**config.mk**
```make
export PLATFORM = sky130hd
export DESIGN_NAME = acs_seq
export DESIGN_NICKNAME = d
export VERILOG_FILES = /design/src/design/acs_pkg.sv /design/src/design/acs_seq.sv
export VERILOG_INCLUDE_DIRS = /design/src /design/src/design
export SDC_FILE = /design/constraint.sdc
export NUM_CORES = 1
export LEC_CHECK = 0
export BUFFER_PORTS_ARGS = -buffer_cell sky130_fd_sc_hd__buf_2
export CAP_MARGIN = 20
export CELL_PAD_IN_SITES_DETAIL_PLACEMENT = 0
export CELL_PAD_IN_SITES_GLOBAL_PLACEMENT = 1
export CORE_ASPECT_RATIO = 0.5
export CORE_MARGIN = 2
export CORE_UTILIZATION = 30
export CTS_CLUSTER_SIZE = 28
export DETAILED_ROUTE_END_ITERATION = 16
export GPL_ROUTABILITY_DRIVEN = 0
export PLACE_DENSITY = 0.61
export SETUP_SLACK_MARGIN = 0.2
export SLEW_MARGIN = 20
export SYNTH_ARGS = -nofsm -noshare
export SYNTH_HDL_FRONTEND = slang
export SYNTH_SLANG_ARGS = --single-unit
export TNS_END_PERCENT = 30
```
**constraint.sdc**
```tcl
create_clock -name clk -period 7.9 [get_ports clk]
set_input_delay 0.395 -clock clk [delete_from_list [all_inputs] [get_ports clk]]
set_output_delay 0.395 -clock clk [all_outputs]
set_load 0.02 [all_outputs]
```
**src/design/acs_cfg.svh**
```systemverilog
// Address map, field positions, reset values and timing counts of the conversion sequencer.
// Assumes an 8-bit register port with a 4-bit address; definitions only.
`ifndef ACS_CFG_SVH
`define ACS_CFG_SVH

// Register addresses.
`define ACS_A_CTRLA 4'h0
`define ACS_A_CTRLB 4'h1
`define ACS_A_CTRLC 4'h2
`define ACS_A_SAMPCTL 4'h3
`define ACS_A_CHSEL 4'h4
`define ACS_A_COMMAND 4'h5
`define ACS_A_EVCTRL 4'h6
`define ACS_A_INTCTRL 4'h7
`define ACS_A_INTFLAGS 4'h8
`define ACS_A_RESL 4'h9
`define ACS_A_RESH 4'hA
`define ACS_A_STATUS 4'hB

// Field positions and widths.
`define ACS_B_ENABLE 0
`define ACS_B_START_CONVERSION_BIT 0
`define ACS_B_EVENT_START_ENABLE 0
`define ACS_B_RDYIE 0
`define ACS_B_RDYFLAG 0
`define ACS_F_CLOCK_DIVIDER_SELECT 2:0
`define ACS_F_REFERENCE_SELECT 5:4
`define ACS_F_ACCNUM 2:0
`define ACS_F_SAMPLEN 4:0
`define ACS_F_CHAN 4:0

// Reset values.
`define ACS_RST_BYTE 8'h00
`define ACS_RST_CNT8 8'h00
`define ACS_RST_CYC 7'h00
`define ACS_RST_RES 16'h0000
`define ACS_RST_CHAN 5'h00
`define ACS_RST_REF 2'h0
`define ACS_RST_ACC 7'h00

// Timing counts in converter clock cycles.
`define ACS_NORMAL_CYC 7'h0D
`define ACS_SH_CYC 7'h02
`define ACS_START_EXTRA 7'h01
`define ACS_CHG_EXTRA 7'h01
`define ACS_CLOCK_DIVIDER_SELECT_BASE 8'h02
`define ACS_ONE7 7'h01
`define ACS_ONE8 8'h01
`define ACS_MAX_ACCNUM 3'h6

`endif

```
**src/design/acs_pkg.sv**
```systemverilog
// Types shared by the conversion sequencer and whoever instantiates it.
// Assumes acs_cfg.svh for all numeric constants.
package acs_pkg;

  // One register port request, all same-clock signals.
  typedef struct packed {
    logic [3:0] addr;
    logic [7:0] wdata;
    logic wr;
    logic rd;
  } acs_bus_req_t;

  // Control handed to the analog sampling core.
  typedef struct packed {
    logic powered;
    logic conv_tick;
    logic sample_hold;
    logic busy;
    logic [4:0] chan;
    logic [1:0] reference_select;
  } acs_core_ctl_t;

  // Sequencer states.
  typedef enum logic [1:0] {
    ACS_IDLE,
    ACS_WAIT,
    ACS_RUN
  } acs_state_t;

endpackage : acs_pkg

```
**src/design/acs_seq.sv**
```systemverilog
// Conversion sequencer for a 10-bit successive-approximation converter.
// Assumes register port and core result on clk; the event input is asynchronous.
//
// Chosen here: the register offsets and strobed register access.
`timescale 1ns/100ps
`default_nettype none
`include "acs_cfg.svh"

// Timing, counted in prescaler ticks of the converter clock:
//   The entry tick is tick 0; the sequencer leaves the wait state on it.
//   The cycle counter reads k during the clocks just before tick k.
//   The sample point is the tick that sees two plus sample length plus extras.
//   The tick that sees the total ends the sample; the next sample starts there.
//   Selections reopen in the converter cycle before that last tick.
// Limitations:
//   A start while the start bit is set is dropped, not queued.
//   Clearing the enable aborts a run and leaves the previous result in place.
//   The 16-bit sum holds 64 full-scale samples, the most that can be asked for.
//   Software must keep the converter clock in range; nothing here checks it.

module acs_seq (
  input wire logic clk,
  input wire logic sys_rst,
  input wire acs_pkg::acs_bus_req_t bus_req,
  output logic [7:0] rdata_r,
  input wire logic event_in,
  input wire logic [9:0] core_result,
  output acs_pkg::acs_core_ctl_t core_ctl_r,
  output logic irq_r
);
  import acs_pkg::*;

  // Prescaler terminal count: divide by 2, 4, ... 256.
  function automatic logic [7:0] clock_divider_select_limit(input logic [2:0] sel);
    clock_divider_select_limit = (`ACS_CLOCK_DIVIDER_SELECT_BASE << sel) - `ACS_ONE8;
  endfunction : clock_divider_select_limit

  // Register port decode helper.
  function automatic logic hit(input acs_bus_req_t q, input logic [3:0] a);
    hit = (q.addr == a);
  endfunction : hit

  // Software-visible control state.
  logic enable_r;
  logic [2:0] clock_divider_select_r;
  logic [2:0] accnum_r;
  logic [4:0] samplen_r;
  logic [4:0] chan_hold_r;
  logic [1:0] ref_hold_r;
  logic event_start_enable_r;
  logic rdyie_r;
  logic flag_r;
  logic start_conversion_bit_r;
  logic [15:0] res_r;

  // Sequencer state.
  acs_state_t state_r;
  logic [7:0] clock_divider_select_cnt_r;
  logic [6:0] cyc_r;
  logic [6:0] extra_r;
  logic [6:0] smp_cnt_r;
  logic [15:0] acc_r;
  logic [4:0] chan_act_r;
  logic [1:0] ref_act_r;
  logic [4:0] last_chan_r;
  logic first_r;
  logic ev_meta_r;
  logic ev_sync_r;
  logic ev_prev_r;

  // Combinational controls.
  logic tick;
  logic ev_rise;
  logic sw_start;
  logic ev_start;
  logic trig;
  logic [6:0] sh_at;
  logic [6:0] total;
  logic [6:0] nsamples;
  logic at_done;
  logic last_sample;
  logic op_done;
  logic copy_ok;
  logic res_read;
  logic flag_w1c;
  logic [15:0] acc_sum;

  // Event input crosses into clk through two flops; edge is seen on synced copies only.
  // The third flop only keeps the last synced level for the edge detector.
  always_ff @(posedge clk or posedge sys_rst) begin
    if (sys_rst) begin
      ev_meta_r <= 1'b0;
      ev_sync_r <= 1'b0;
      ev_prev_r <= 1'b0;
    end else begin
      ev_meta_r <= event_in;
      ev_sync_r <= ev_meta_r;
      ev_prev_r <= ev_sync_r;
    end
  end

  // Start conditions; a start while busy is ignored so a running operation is never cut.
  always_comb begin
    ev_rise = ev_sync_r & ~ev_prev_r;
    sw_start = bus_req.wr & hit(bus_req, `ACS_A_COMMAND) & bus_req.wdata[`ACS_B_START_CONVERSION_BIT]
      & enable_r & ~start_conversion_bit_r;
    ev_start = event_start_enable_r & ev_rise & enable_r & ~start_conversion_bit_r;
    trig = sw_start | ev_start;
  end

  // Prescaler: counts only while enabled and restarts on any trigger.
  always_ff @(posedge clk or posedge sys_rst) begin
    if (sys_rst) begin
      clock_divider_select_cnt_r <= `ACS_RST_CNT8;
    end else if (!enable_r || trig) begin
      clock_divider_select_cnt_r <= `ACS_RST_CNT8;
    end else if (tick) begin
      clock_divider_select_cnt_r <= `ACS_RST_CNT8;
    end else begin
      clock_divider_select_cnt_r <= clock_divider_select_cnt_r + `ACS_ONE8;
    end
  end

  // Converter clock enable; the start edge of a conversion is one of these ticks.
  // Masking it in the trigger cycle makes the start delay exactly one divider period.
  assign tick = enable_r & ~trig & (clock_divider_select_cnt_r == clock_divider_select_limit(clock_divider_select_r));

  // Conversion length: sampling point and end move out with sample length and extras.
  always_comb begin
    sh_at = `ACS_SH_CYC + {2'h0, samplen_r} + extra_r;
    total = `ACS_NORMAL_CYC + {2'h0, samplen_r} + extra_r;
    nsamples = `ACS_ONE7 << ((accnum_r > `ACS_MAX_ACCNUM) ? `ACS_MAX_ACCNUM : accnum_r);
    at_done = (state_r == ACS_RUN) & tick & (cyc_r == total);
    last_sample = (smp_cnt_r == nsamples - `ACS_ONE7);
    op_done = at_done & last_sample;
    acc_sum = acc_r + {6'h00, core_result};
  end

  // Sequencer walks idle, wait for converter edge, run.
  // The cycle count starts at one on the entry tick, so the end tick is cycle total.
  always_ff @(posedge clk or posedge sys_rst) begin
    if (sys_rst) begin
      state_r <= ACS_IDLE;
      cyc_r <= `ACS_RST_CYC;
      smp_cnt_r <= `ACS_RST_ACC;
    end else if (!enable_r) begin
      state_r <= ACS_IDLE;
      cyc_r <= `ACS_RST_CYC;
      smp_cnt_r <= `ACS_RST_ACC;
    end else begin
      case (state_r)
        ACS_IDLE: begin
          if (trig) begin
            state_r <= ACS_WAIT;
          end
        end
        ACS_WAIT: begin
          if (tick) begin
            state_r <= ACS_RUN;
            cyc_r <= `ACS_ONE7;
            smp_cnt_r <= `ACS_RST_ACC;
          end
        end
        ACS_RUN: begin
          if (at_done) begin
            cyc_r <= `ACS_ONE7;
            if (last_sample) begin
              state_r <= ACS_IDLE;
            end else begin
              smp_cnt_r <= smp_cnt_r + `ACS_ONE7;
            end
          end else if (tick) begin
            cyc_r <= cyc_r + `ACS_ONE7;
          end
        end
        default: begin
          state_r <= ACS_IDLE;
        end
      endcase
    end
  end

  // Start-up and channel-change delays are charged to the first sample only.
  // The previous channel survives a disable, so the same input adds no change delay.
  always_ff @(posedge clk or posedge sys_rst) begin
    if (sys_rst) begin
      extra_r <= `ACS_RST_CYC;
      first_r <= 1'b1;
      last_chan_r <= `ACS_RST_CHAN;
    end else if (!enable_r) begin
      extra_r <= `ACS_RST_CYC;
      first_r <= 1'b1;
    end else if (state_r == ACS_WAIT && tick) begin
      extra_r <= (first_r ? `ACS_START_EXTRA : `ACS_RST_CYC)
        + ((chan_act_r != last_chan_r) ? `ACS_CHG_EXTRA : `ACS_RST_CYC);
      first_r <= 1'b0;
      last_chan_r <= chan_act_r;
    end else if (at_done) begin
      extra_r <= `ACS_RST_CYC;
    end
  end

  // Accumulator sums samples; the final sum goes to the result with the flag.
  // Clearing it in the wait state means an aborted run leaves no partial sum behind.
  always_ff @(posedge clk or posedge sys_rst) begin
    if (sys_rst) begin
      acc_r <= `ACS_RST_RES;
      res_r <= `ACS_RST_RES;
    end else if (state_r == ACS_WAIT) begin
      acc_r <= `ACS_RST_RES;
    end else if (at_done) begin
      if (last_sample) begin
        res_r <= acc_sum;
        acc_r <= `ACS_RST_RES;
      end else begin
        acc_r <= acc_sum;
      end
    end
  end

  // Start bit: set by software or event, cleared by hardware as the flag rises.
  // It stays set through every accumulated sample, matching the single flag.
  always_ff @(posedge clk or posedge sys_rst) begin
    if (sys_rst) begin
      start_conversion_bit_r <= 1'b0;
    end else if (!enable_r) begin
      start_conversion_bit_r <= 1'b0;
    end else if (trig) begin
      start_conversion_bit_r <= 1'b1;
    end else if (op_done) begin
      start_conversion_bit_r <= 1'b0;
    end
  end

  // Flag clear sources; reading either result byte counts as a result read.
  always_comb begin
    res_read = bus_req.rd & (hit(bus_req, `ACS_A_RESL) | hit(bus_req, `ACS_A_RESH));
    flag_w1c = bus_req.wr & hit(bus_req, `ACS_A_INTFLAGS) & bus_req.wdata[`ACS_B_RDYFLAG];
  end

  // Result ready flag; completion in the clearing cycle wins so no result is missed.
  // A software clear in that cycle is lost, which is the safer of the two outcomes.
  always_ff @(posedge clk or posedge sys_rst) begin
    if (sys_rst) begin
      flag_r <= 1'b0;
    end else if (op_done) begin
      flag_r <= 1'b1;
    end else if (res_read || flag_w1c) begin
      flag_r <= 1'b0;
    end
  end

  // Interrupt request follows the flag only when its enable is set.
  // Being a cycle behind the flag, it also drops a cycle after a clear.
  always_ff @(posedge clk or posedge sys_rst) begin
    if (sys_rst) begin
      irq_r <= 1'b0;
    end else begin
      irq_r <= flag_r & rdyie_r;
    end
  end

  // Control registers written by software.
  // A read in the cycle after a write already sees the new value.
  always_ff @(posedge clk or posedge sys_rst) begin
    if (sys_rst) begin
      enable_r <= 1'b0;
      clock_divider_select_r <= 3'h0;
      accnum_r <= 3'h0;
      samplen_r <= `ACS_RST_CHAN;
      chan_hold_r <= `ACS_RST_CHAN;
      ref_hold_r <= `ACS_RST_REF;
      event_start_enable_r <= 1'b0;
      rdyie_r <= 1'b0;
    end else if (bus_req.wr) begin
      case (bus_req.addr)
        `ACS_A_CTRLA: enable_r <= bus_req.wdata[`ACS_B_ENABLE];
        `ACS_A_CTRLB: accnum_r <= bus_req.wdata[`ACS_F_ACCNUM];
        `ACS_A_CTRLC: begin
          clock_divider_select_r <= bus_req.wdata[`ACS_F_CLOCK_DIVIDER_SELECT];
          ref_hold_r <= bus_req.wdata[`ACS_F_REFERENCE_SELECT];
        end
        `ACS_A_SAMPCTL: samplen_r <= bus_req.wdata[`ACS_F_SAMPLEN];
        `ACS_A_CHSEL: chan_hold_r <= bus_req.wdata[`ACS_F_CHAN];
        `ACS_A_EVCTRL: event_start_enable_r <= bus_req.wdata[`ACS_B_EVENT_START_ENABLE];
        `ACS_A_INTCTRL: rdyie_r <= bus_req.wdata[`ACS_B_RDYIE];
        default: begin
        end
      endcase
    end
  end

  // Active selection copies the holding registers while idle or waiting, or in the final cycle.
  // Nothing is copied while disabled, so selections wait for the enable.
  assign copy_ok = enable_r & ((state_r != ACS_RUN)
    | (last_sample & (cyc_r == total)));

  // A channel written mid-conversion waits here until the copy window opens.
  always_ff @(posedge clk or posedge sys_rst) begin
    if (sys_rst) begin
      chan_act_r <= `ACS_RST_CHAN;
      ref_act_r <= `ACS_RST_REF;
    end else if (copy_ok) begin
      chan_act_r <= chan_hold_r;
      ref_act_r <= ref_hold_r;
    end
  end

  // Core control, all registered so the analog side sees glitch-free levels.
  // Tick and sample point share the same delay, so their spacing stays exact.
  always_ff @(posedge clk or posedge sys_rst) begin
    if (sys_rst) begin
      core_ctl_r <= '0;
    end else begin
      core_ctl_r.powered <= enable_r;
      core_ctl_r.conv_tick <= tick;
      core_ctl_r.sample_hold <= (state_r == ACS_RUN) & tick & (cyc_r == sh_at);
      core_ctl_r.busy <= (state_r == ACS_RUN);
      core_ctl_r.chan <= chan_act_r;
      core_ctl_r.reference_select <= ref_act_r;
    end
  end

  // Read data stands in the cycle after the read strobe only.
  // Zero elsewhere keeps a shared read bus free of stale bytes.
  always_ff @(posedge clk or posedge sys_rst) begin
    if (sys_rst) begin
      rdata_r <= `ACS_RST_BYTE;
    end else if (bus_req.rd) begin
      case (bus_req.addr)
        `ACS_A_CTRLA: rdata_r <= {7'h00, enable_r};
        `ACS_A_CTRLB: rdata_r <= {5'h00, accnum_r};
        `ACS_A_CTRLC: rdata_r <= {2'h0, ref_hold_r, 1'b0, clock_divider_select_r};
        `ACS_A_SAMPCTL: rdata_r <= {3'h0, samplen_r};
        `ACS_A_CHSEL: rdata_r <= {3'h0, chan_hold_r};
        `ACS_A_COMMAND: rdata_r <= {7'h00, start_conversion_bit_r};
        `ACS_A_EVCTRL: rdata_r <= {7'h00, event_start_enable_r};
        `ACS_A_INTCTRL: rdata_r <= {7'h00, rdyie_r};
        `ACS_A_INTFLAGS: rdata_r <= {7'h00, flag_r};
        `ACS_A_RESL: rdata_r <= res_r[7:0];
        `ACS_A_RESH: rdata_r <= res_r[15:8];
        `ACS_A_STATUS: rdata_r <= {1'b0, ref_act_r, chan_act_r};
        default: rdata_r <= `ACS_RST_BYTE;
      endcase
    end else begin
      rdata_r <= `ACS_RST_BYTE;
    end
  end

endmodule : acs_seq

`default_nettype wire

```
* After elaboration in Yosys (flattened, before gate mapping)
Index checks and enable logic that the tools add are counted.
Word-level totals: output and inout bits 20, bits in registers 122, input port bits 27
Cells by class: order comparisons 1, equal/unequal tests 29, reductions and logical operators 20, bitwise operators 27, shift operators 2, add/sub/neg operators 11, multiplexer cells 36
Operators by type and width (count):
- one-hot mux 8 bit (12 select lines) | 1
- 2-to-1 mux 7 bit | 11
- 2-to-1 mux 16 bit | 3
- one-hot mux 7 bit (2 select lines) | 2
- 2-to-1 mux 8 bit | 3
- equality test 7 bit | 3
- AND 1 bit | 20
- adder 16 x 10 -> 16 bit | 1
- equality test 4 x 3 -> 1 bit, second input constant | 4
- equality test 4 bit, second input constant | 4
- AND reduction 2 bit | 8
- != test 3 bit, second input constant | 5
- adder 6 x 7 -> 7 bit | 2
- adder 7 x 1 -> 7 bit, second input constant | 2
- 2-to-1 mux 2 bit | 5
- 2-to-1 mux 1 bit | 9
- != test 3 x 1 -> 1 bit, second input constant | 3
- adder 8 x 1 -> 8 bit, second input constant | 1
- equality test 4 x 2 -> 1 bit, second input constant | 2
- equality test 8 bit | 1
- AND reduction 4 bit | 2
- left shift 2 x 3 -> 8 bit, first input constant | 1
- subtractor 8 x 1 -> 8 bit, second input constant | 1
- left shift 1 x 3 -> 7 bit, first input constant | 1
- 23 further kinds | 31

* Depth between registers and ports, before layout
Gate-level depths: netlist of the first run.
word-level depth 15, mapped depth 12

* Worst setup path before layout of the first run
OpenSTA, ideal clock, no wires.
kind register to register, from reg samplen_r[0], to reg cyc_r[4], data arrival time 2.443 ns, required time 7.779 ns, cell stages (with the launch flop) 12, setup slack 5.336 ns, period minus slack after synthesis 2.564 ns, library setup time 0.121 ns, cell sequence dfrtp_1 -> inv_1 -> ha_1 -> inv_1 -> fa_1 -> nor2_1 -> nand3b_1 -> o22ai_1 -> nand3_1 -> o311ai_2 -> o21ai_0 -> a22o_1
Between the ends: word-level cells in the longest chain between the ends 7, elaborated cells between the ends (all ways) 9, those cells by class add/sub: 2; eq/ne: 2; mux: 3; bitwise: 1; reduce/logical: 1
RTL lines:
- start, declared | line acs_seq.sv:47 | logic [4:0] samplen_r;
- start signal, assigned | line acs_seq.sv:270 | samplen_r <= `ACS_RST_CHAN;
- start signal, assigned | line acs_seq.sv:283 | `ACS_A_SAMPCTL: samplen_r <= bus_req.wdata[`ACS_F_SAMPLEN];
- adder 4 x 5 -> 6 bit (no line) *
- adder 6 x 7 -> 7 bit (no line) *
- equality test 7 bit * | line acs_seq.sv:133 | at_done = (state_r == ACS_RUN) & tick & (cyc_r == total);
- AND 1 bit * | line acs_seq.sv:133
- 2-to-1 mux 7 bit | line acs_seq.sv:165 | if (at_done) begin
- one-hot mux 7 bit (2 select lines) | line acs_seq.sv:151 | case (state_r)
- 2-to-1 mux 7 bit | line acs_seq.sv:146 | end else if (!enable_r) begin
- end signal, assigned | line acs_seq.sv:144 | cyc_r <= `ACS_RST_CYC;
- end signal, assigned | line acs_seq.sv:148 | cyc_r <= `ACS_RST_CYC;
- end signal, assigned | line acs_seq.sv:166 | cyc_r <= `ACS_ONE7;
- end, declared | line acs_seq.sv:59 | logic [6:0] cyc_r;
Every way passes the cells marked *; elsewhere a longest branch is shown, timed or not. A chain may end at the register's enable or synchronous reset.

* Worst setup path after layout of the first run
Same ends and word-level chain as after synthesis.

==> results of run 1 <==
## power breakdown
group          total (mW)  switching, mW  internal, mW
combinational       0.517          0.297         0.220
clock               0.792          0.310         0.482
sequential          0.795          0.103         0.692
## worst max-delay path: cells and delay by family (launching register included)
kind,cells,cell delay (ns)
AOI/OAI and AO/OA,4,1.36
adders and majority gates,2,0.58
and+or+nand+nor,3,0.50
DFF,1,0.42
buffers and inverters,2,0.15
## synth_stat cells (4+ instances only)
cell type and number:
a22oi_1 8, buf_2 4, a22o_1 7, a21o_1 7, xnor2_1 13, nor3_1 10, o221a_2 6, nor2_1 42
nor3b_1 9, nand2_1 62, mux2_2 33, xor2_1 21, nand4b_1 4, a21oi_1 30, o22ai_1 9, and2_1 4
ha_1 20, a31oi_1 7, buf_6 5, nand3_1 15, dfrtp_1 116, and3_1 7, mux2i_1 4, nand3b_1 5
o21ai_0 42, clkbuf_1 20, nor2b_1 16, a221oi_1 6, nand2b_1 12, inv_1 22
## worst max-delay path by stage
stage                                        start                     to  slack (ns)  cells after the start
after floorplan                            sys_rst   acc_r[0]$_DFFE_PP0P_        4.41                      1
after global placement                 bus_req[13]  acc_r[10]$_DFFE_PP0P_        4.66                      8
after detailed placement               bus_req[13]  acc_r[10]$_DFFE_PP0P_        4.68                      8
after CTS                 samplen_r[0]$_DFFE_PP0P_   cyc_r[4]$_DFFE_PP0P_        4.80                     11
after global routing      samplen_r[0]$_DFFE_PP0P_   cyc_r[4]$_DFFE_PP0P_        4.43                     11
final                     samplen_r[0]$_DFFE_PP0P_   cyc_r[4]$_DFFE_PP0P_        4.79                     11
## layout make-up
type                    count  area (sq um)
fillers                  2077         13300
multi-input cells         458          3240
flip-flops and latches    117          2930
clock buffers              18           439
well taps                 273           342
repair buffers             46           235
clock inverters            14           163
inverters                  23          93.8
## metrics by stage
| stage | worst slack (ns) | hold WS, ns | cells |
|---|---|---|---|
| finish | 4.79 | 0.0479 | 949 |
| global route | 4.43 | 0.0571 | 949 |
| CTS | 4.80 | 0.0650 | 949 |
| detailed placement | 4.68 | 0.340 | 917 |
| global placement | 4.66 | 0.338 | 917 |
| floorplan | 4.41 | 0.331 | 629 |
## state kept, by name, indices dropped and copies added, names as in the netlist, 2 cells and up
| signal | flops |
|---|---|
| acc_r | 16 |
| rdata_r | 8 |
| samplen_r | 5 |
| extra_r | 2 |
| state_r | 2 |
| smp_cnt_r | 7 |
| cyc_r | 7 |
| res_r | 16 |
| ref_act_r | 2 |
| clock_divider_select_cnt_r | 8 |
| clock_divider_select_r | 3 |
| chan_hold_r | 5 |
| last_chan_r | 5 |
| accnum_r | 3 |
| chan_act_r | 5 |
| ref_hold_r | 2 |
| core_ctl_r | 11 |
## layout by cell type, fill, tap and decap left out, drive strengths merged, types with 8 or more instances in the layout
master    n
xnor2    13
mux2     34
nor2     46
nor2b    16
o21ai    44
nor3b    10
nand2    62
nand3    17
clkbuf   18
a21oi    30
ha       20
nor3     11
xor2     21
o22ai     9
dfrtp   116
a22oi     8
nand2b   12
buf      46
inv      30
## kinds of logic after synthesis
logic type,Yosys count,share of synthesized area [%]
XOR/XNOR,34,4.64
adder cells (fa/ha/maj),24,5.01
multiplexers,38,6.65
flip-flops,117,45.6
buffers and inverters,54,3.98
AND/OR/NAND/NOR,208,17.6
AO/OA/AOI/OAI,154,16.5
## layer usage
metal	wire, microns	vias up
li1	-	2333
met1	8130	2348
met2	6650	63
met3	659	15
met4	182	0
met5	0	-
==> metrics, run 1 <==
DRT Pass-1 Iters 4; met3 Use GR 4.08%; Synth top area share 45.2%; Placement Rows 37; ys flop type dfrtp_1; Worst R2R Path Depth 11; number of synthesized flops with an enable pin 0; Chip Height 107 microns; Worst-Skew Late Latency 0.42 ns; status completed; Most common cell on crit path inv_1; antenna violations before repair 0; Seq/Total Area, Yosys 45.6%; Reg2Reg Setup Slack 4.79 ns; endpoints failing hold 0; Slowest cell on crit path o311ai_2; maxcap violations 0; mapped cell area 6420 sq um; CTS tree yes; Longest Clk Path Bufs 2; crit path time final 3.11 ns; post-route setup TNS 0 ns; max-slew violation count 0; CTS Hold Bufs 0; vias per cell 5.01; GRT overflow 0; final wirelength 15600 microns; fraction of layout cells with a size suffix above 1 20.9%; CORE AREA 20800 sq um; vias in the first global route 4724; # IOs 47; mean post-synth cell area 10.2 sq um; CTS H-tree lvls 4; Detail Placement HPWL 11200 microns; initial DRC count 258; final setup fails 0; crit-path cells inv_1 > ha_1 > inv_1 > fa_1 > nor2_1 > nand3b_1 > o22ai_1 > nand3_1 > o311ai_2 > o21ai_0 > a22o_1; All-Layer GR Usage 14.8%; overall power 2.10 mW; Cell Area, Placed 6840 sq um; critical path fanouts, max 10; leakage power 3.31 nW; cell type with the largest total area after synthesis dfrtp_1; post-route cell area 7440 sq um; CP max stage delay 0.65 ns; Worst Setup End Kind register; relative slew slack 37.3%; post-CTS sizing 0; DRC violations left 0; kind of critical path register to register; Port Buf Inserts 44; Post-Synthesis Cells 629; TritonCTS buffer count 17; via count 4759; Worst Setup Start Kind register; clock slew at reported path FFs 0.06 ns; Final ANT Viol Nets 0; Initial Util 30.9%; synthesized flop and latch total 117; met1 Use GR 21.1%; R2R Path End cyc_r[4]$_DFFE_PP0P_; Synth Warn # 0; Layout area overhead 15.8%; Sink Count 117; fmax 0.321 GHz; full die area 22700 sq um; syn nets 679; root buf cell clkbuf_16; Synth cell types 73; required time of the critical path 8.21 ns; Final #Nets 713; Worst Tran Pin Value 0.941 ns; FF-to-FF Start samplen_r[0]$_DFFE_PP0P_; drt wl/cell 16.5 microns; Final Core Density 35.8%; skew final 0.0103 ns; fin crit share 39.4%; Synth area leaders dfrtp_1 45%, mux2_2 5.8%, ha_1 3.9%; maximum VDD drop 0.000159 V; GRT busiest layer met2; critical path arrival 3.43 ns; DIE WIDTH 211 microns; Async SR Flop Fraction 100%; pin count of the biggest net entering global routing 73; antenna diode count 0; RSZ-0062 raised after global routing false; Post CTS Setup Buffer Count 0; min-delay worst type input port to async pin; first-pass GRT wire length 25900 microns; routing usage on met2 22.0%; PD cells 283 nW/um^2
Note: power is estimated with default switching activity, not from simulation.
==> inputs of run 2 (changes only) <==
PLACE_DENSITY = 0.63   (was 0.61)
clock period = 2.55 ns   (was 7.9 ns; I/O delays follow)
==> metrics, run 2 (same netlist as run 1, synthesis figures left out) <==
status completed; FF-to-FF Start extra_r[0]$_DFFE_PP0P_; final setup fails 0; Layout area overhead 30.4%; root buf cell clkbuf_16; overall power 7.01 mW; filler instances 2010; CORE AREA 20800 sq um; hold slack 0.0280 ns; Port Buf Inserts 44; final wirelength 16700 microns; crit path to smp_cnt_r[0]$_DFFE_PP0P_; Worst Tran Pin Value 0.864 ns; min-delay worst type input port to register; PD cells 837 nW/um^2; DIE WIDTH 211 microns; TritonCTS buffer count 17; Final Core Density 40.3%; Final #Nets 766; All-Layer GR Usage 15.5%; Cell Area, Placed 7180 sq um; required time of the critical path 2.83 ns; Worst Setup End Kind register; via count 5025; most frequent cells in the layout 114 x dfrtp_1, 51 x nand2_1, 44 x buf_2, 40 x nor2_1, 33 x buf_4; crit path time final 2.53 ns; full die area 22700 sq um; R2R Path End smp_cnt_r[0]$_DFFE_PP0P_; Placement Rows 37; maximum VDD drop 0.000402 V; most common cell after layout, fill and taps aside dfrtp_1; final setup margin 0.0236 ns; Worst Setup Start Kind register; Chip Height 107 microns; # IOs 47; fmax 0.396 GHz; critical path fanouts, max 7; Detail Placement HPWL 11700 microns; Place WS -0.110 ns; WHS Path Cells 3; antenna diode count 0; maxcap violations 0; max-slew violation count 0; RSZ-0062 raised after global routing true; post-route cell area 8370 sq um; DRC violations left 0; clock slew at reported path FFs 0.06 ns; Final ANT Viol Nets 0; GRT overflow 0; Reg2Reg Setup Slack 0.02 ns; relative slew slack 42.3%; skew final 0.0103 ns; vias in the first global route 4998; DRT Pass-1 Iters 5; first-pass GRT wire length 27200 microns; Longest Clk Path Bufs 2; kind of critical path register to register; drt wl/cell 16.6 microns; antenna violations before repair 0; pin count of the biggest net entering global routing 38; fin crit share 99.1%; vias per cell 5.01; CTS tree yes; top flop regs acc_r x16, res_r x16, core_ctl_r x11; Worst R2R Path Depth 11; worst setup path start extra_r[0]$_DFFE_PP0P_; leakage power 3.69 nW; critical path arrival 2.81 ns; Sink Count 117; fraction of layout cells with a size suffix above 1 33.5%; CTS H-tree lvls 4; endpoints failing hold 0; Worst-Skew Late Latency 0.41 ns; Initial Util 30.9%; initial DRC count 279
==> run 2: cell types whose count changed in the layout (fill, tap and decap cells not counted), moves of 8 or more <==
cell / delta
nand2_1: -11
o21ai_1: +14
o22ai_2: +8
o21ai_0: -22
o22ai_1: -8
buf_4: +31
nand2_2: +10
==> run 2: worst min-delay path by stage <==
stage                from                       end  slack [ns]
2_1_floorplan    event_in       ev_meta_r$_DFF_PP0_        0.16
3_3_place_gp     event_in       ev_meta_r$_DFF_PP0_        0.24
3_5_place_dp     event_in       ev_meta_r$_DFF_PP0_        0.24
4_1_cts        bus_req[4]  samplen_r[2]$_DFFE_PP0P_        0.01
5_1_grt        bus_req[0]      rdata_r[5]$_DFF_PP0_        0.02
6_report       bus_req[4]  samplen_r[2]$_DFFE_PP0P_        0.03
==> run 2: repair_timing <==
item	in CTS	in global routing
gates cloned	2	1
hold endpoints to repair	40	0
setup buffers	3	4
gates resized for setup	73	35
pin swaps	39	32
setup endpoints to repair	57	63
hold buffers	5	0
==> run 2: area by class of cell <==
class | instances | area (sq um) | area share (%)
Multi-Input combinational cell | 459 | 3580 | 42.7
Tap cell | 273 | 342 | 4.08
Clock buffer | 21 | 460 | 5.50
Inverter | 23 | 95.1 | 1.14
Sequential cell | 117 | 2930 | 35.0
Clock inverter | 11 | 198 | 2.36
Timing Repair Buffer | 98 | 772 | 9.22
==> run 2: routing by layer <==
layer  GRT usage, %  vias to the layer above  part of all wire (%)
met5              0                        -                     0
met4           4.63                        0                  0.86
met3           3.06                        9                   3.1
met2           23.0                       72                    44
met1           22.9                     2496                    52
li1               -                     2448                     -
==> run 2: per-stage QoR <==
stage	cells	TNS [ns]
2_1_floorplan	629	-0.0277
3_3_place_gp	955	-0.485
3_5_place_dp	955	-1.09
4_1_cts	997	-0.151
5_1_grt	1002	-1.62
6_report	1002	0
==> run 2: worst max-delay path, stage by stage (launching register included) <==
cell and delay, ns:
dfrtp_1 0.40, inv_2 0.07, ha_4 0.13, inv_2 0.03, fa_2 0.52, xor2_1 0.06, nor2_1 0.10, and3_1 0.20
and4_4 0.34, nand3_4 0.19, nand3b_1 0.24, mux2i_1 0.11
==> run 2: report_power, final <==
| part | internal, mW | switching [mW] |
|---|---|---|
| combinational | 0.848 | 1.06 |
| clock | 1.79 | 0.876 |
| sequential | 2.15 | 0.288 |
==> inputs of run 3 (changes only) <==
SETUP_SLACK_MARGIN = 0.05   (was 0.2)
==> metrics, run 3 (same netlist as run 1, synthesis figures left out) <==
leakage power 3.62 nW; DIE WIDTH 211 microns; Final #Nets 764; maxcap violations 0; crit path time final 2.55 ns; vias per cell 4.96; relative slew slack 40.6%; Worst Setup Start Kind register; CTS H-tree lvls 4; cell family with most CP delay adder cells; most frequent cells in the layout 114 x dfrtp_1, 57 x nand2_1, 44 x buf_2, 42 x nor2_1, 33 x mux2_2; required time of the critical path 2.89 ns; Worst-Skew Late Latency 0.41 ns; max-slew violation count 0; clock slew at reported path FFs 0.06 ns; most common cell after layout, fill and taps aside dfrtp_1; Initial Util 30.9%; CP max stage delay 0.52 ns; maximum VDD drop 0.000405 V; Worst Setup End Kind register; antenna violations before repair 0; CORE AREA 20800 sq um; Placement Rows 37; Worst R2R Path Depth 14; Reg2Reg Setup Slack -0.004 ns; first-pass GRT wire length 26800 microns; critical path arrival 2.90 ns; Final ANT Viol Nets 0; root buf cell clkbuf_16; antenna diode count 0; WP buf/inv 5; RSZ-0062 raised after global routing true; Detail Placement HPWL 11700 microns; Slowest cell on crit path fa_2; fmax 0.391 GHz; Final Core Density 39.0%; final wirelength 16400 microns; fraction of layout cells with a size suffix above 1 28.5%; final setup margin -0.00450 ns; GRT overflow 0; crit-path cells inv_1 > ha_2 > inv_2 > fa_2 > xor2_1 > nor2_1 > and3_1 > nand3_2 > buf_6 > nor3_4 > buf_6 > clkbuf_16 > o221a_2 > nor2_1; final setup fails 1; skew final 0.00880 ns; All-Layer GR Usage 15.3%; top flop regs acc_r x16, res_r x16, core_ctl_r x11; status complete, but fails checks; violated checks negative setup slack; DRC violations left 0; vias in the first global route 4926; full die area 22700 sq um; initial DRC count 339; Layout area overhead 26.4%; Port Buf Inserts 44; PD cells 851 nW/um^2; Worst Tran Pin Value 0.890 ns; pin count of the biggest net entering global routing 38; Worst path depth 14; TritonCTS buffer count 17; fin crit share 100%; R2R Path End acc_r[14]$_DFFE_PP0P_; # IOs 47; CTS tree yes; Longest Clk Path Bufs 2; crit path to acc_r[14]$_DFFE_PP0P_; FF-to-FF Start extra_r[0]$_DFFE_PP0P_; Sink Count 117; via count 4963; drt wl/cell 16.4 microns; min-delay worst type input port to register; critical path fanouts, max 4; post-route setup TNS -0.00450 ns; Chip Height 107 microns; filler instances 2030; worst setup path start extra_r[0]$_DFFE_PP0P_; kind of critical path register to register; DRT Pass-1 Iters 4; endpoints failing hold 0
-- run 3: cell types whose count changed in the layout (fill, tap and decap cells not counted), sizes merged --
| cell | previous run | this run |
|---|---|---|
| buf | 92 | 91 |
| nand3 | 18 | 17 |
-- run 3: area by class of cell --
cell class	count	area (sq um)	share of cell area (%)
multi-input combinational	458	3330	41.1
sequential	117	2930	36.1
timing repair buffer	97	757	9.33
clock buffer	21	460	5.67
tap	273	342	4.21
clock inverter	11	198	2.44
inverter	23	95.1	1.17
-- run 3: routing by layer --
metal / global-route usage [%] / vias to the layer above / share of wire (%)
met5: 0 / - / 0
met3: 3.03 / 11 / 3.2
li1: - / 2430 / -
met1: 22.6 / 2459 / 53
met4: 4.23 / 0 / 0.95
met2: 22.6 / 63 / 43
-- run 3: report_power, final --
group / switching, mW / internal, mW / total [mW] / leakage (nW)
Clock: 0.885 / 1.79 / 2.68 / 0.318
Combinational: 1.01 / 0.791 / 1.80 / 1.76
Sequential: 0.288 / 2.15 / 2.43 / 1.55
Total: 2.18 / 4.73 / 6.91 / 3.62
-- run 3: worst min-delay path by stage --
stage	start	endpoint	slack, ns	depth (start not counted)
3_3_place_gp	event_in	ev_meta_r$_DFF_PP0_	0.24	1
3_5_place_dp	event_in	ev_meta_r$_DFF_PP0_	0.24	1
6_report	bus_req[4]	samplen_r[2]$_DFFE_PP0P_	0.02	3
2_1_floorplan	event_in	ev_meta_r$_DFF_PP0_	0.16	0
4_1_cts	bus_req[4]	samplen_r[2]$_DFFE_PP0P_	0.01	3
5_1_grt	bus_req[0]	rdata_r[5]$_DFF_PP0_	0.02	2
-- run 3: metrics by stage --
stage | instances | hold slack, ns | total power [mW] | setup WS (ns) | cell area [sq um]
floorplan | 629 | 0.159 | 3.62 | -0.0139 | 6420
global placement | 955 | 0.236 | 4.19 | -0.0625 | 7180
detailed placement | 955 | 0.238 | 4.20 | -0.110 | 7180
CTS | 996 | 0.00955 | 6.93 | -0.0374 | 7970
global route | 1000 | 0.0173 | 7.29 | -0.105 | 8120
finish | 1000 | 0.0238 | 6.91 | -0.00450 | 8120
-- run 3: what timing repair did --
item                                   4_1_cts  5_1_grt
endpoints found under the hold margin       40        0
pin swaps                                    2        9
setup endpoints to repair                   51       55
buffers inserted                             3        3
cloned                                       1        1
hold buffers                                 5        0
gates resized for setup                     11       39
-- run 3: tightest hold or removal path, cell delays in order --
cell and delay, ns:
buf_2 0.15, nand2_1 0.06, o21ai_0 0.06
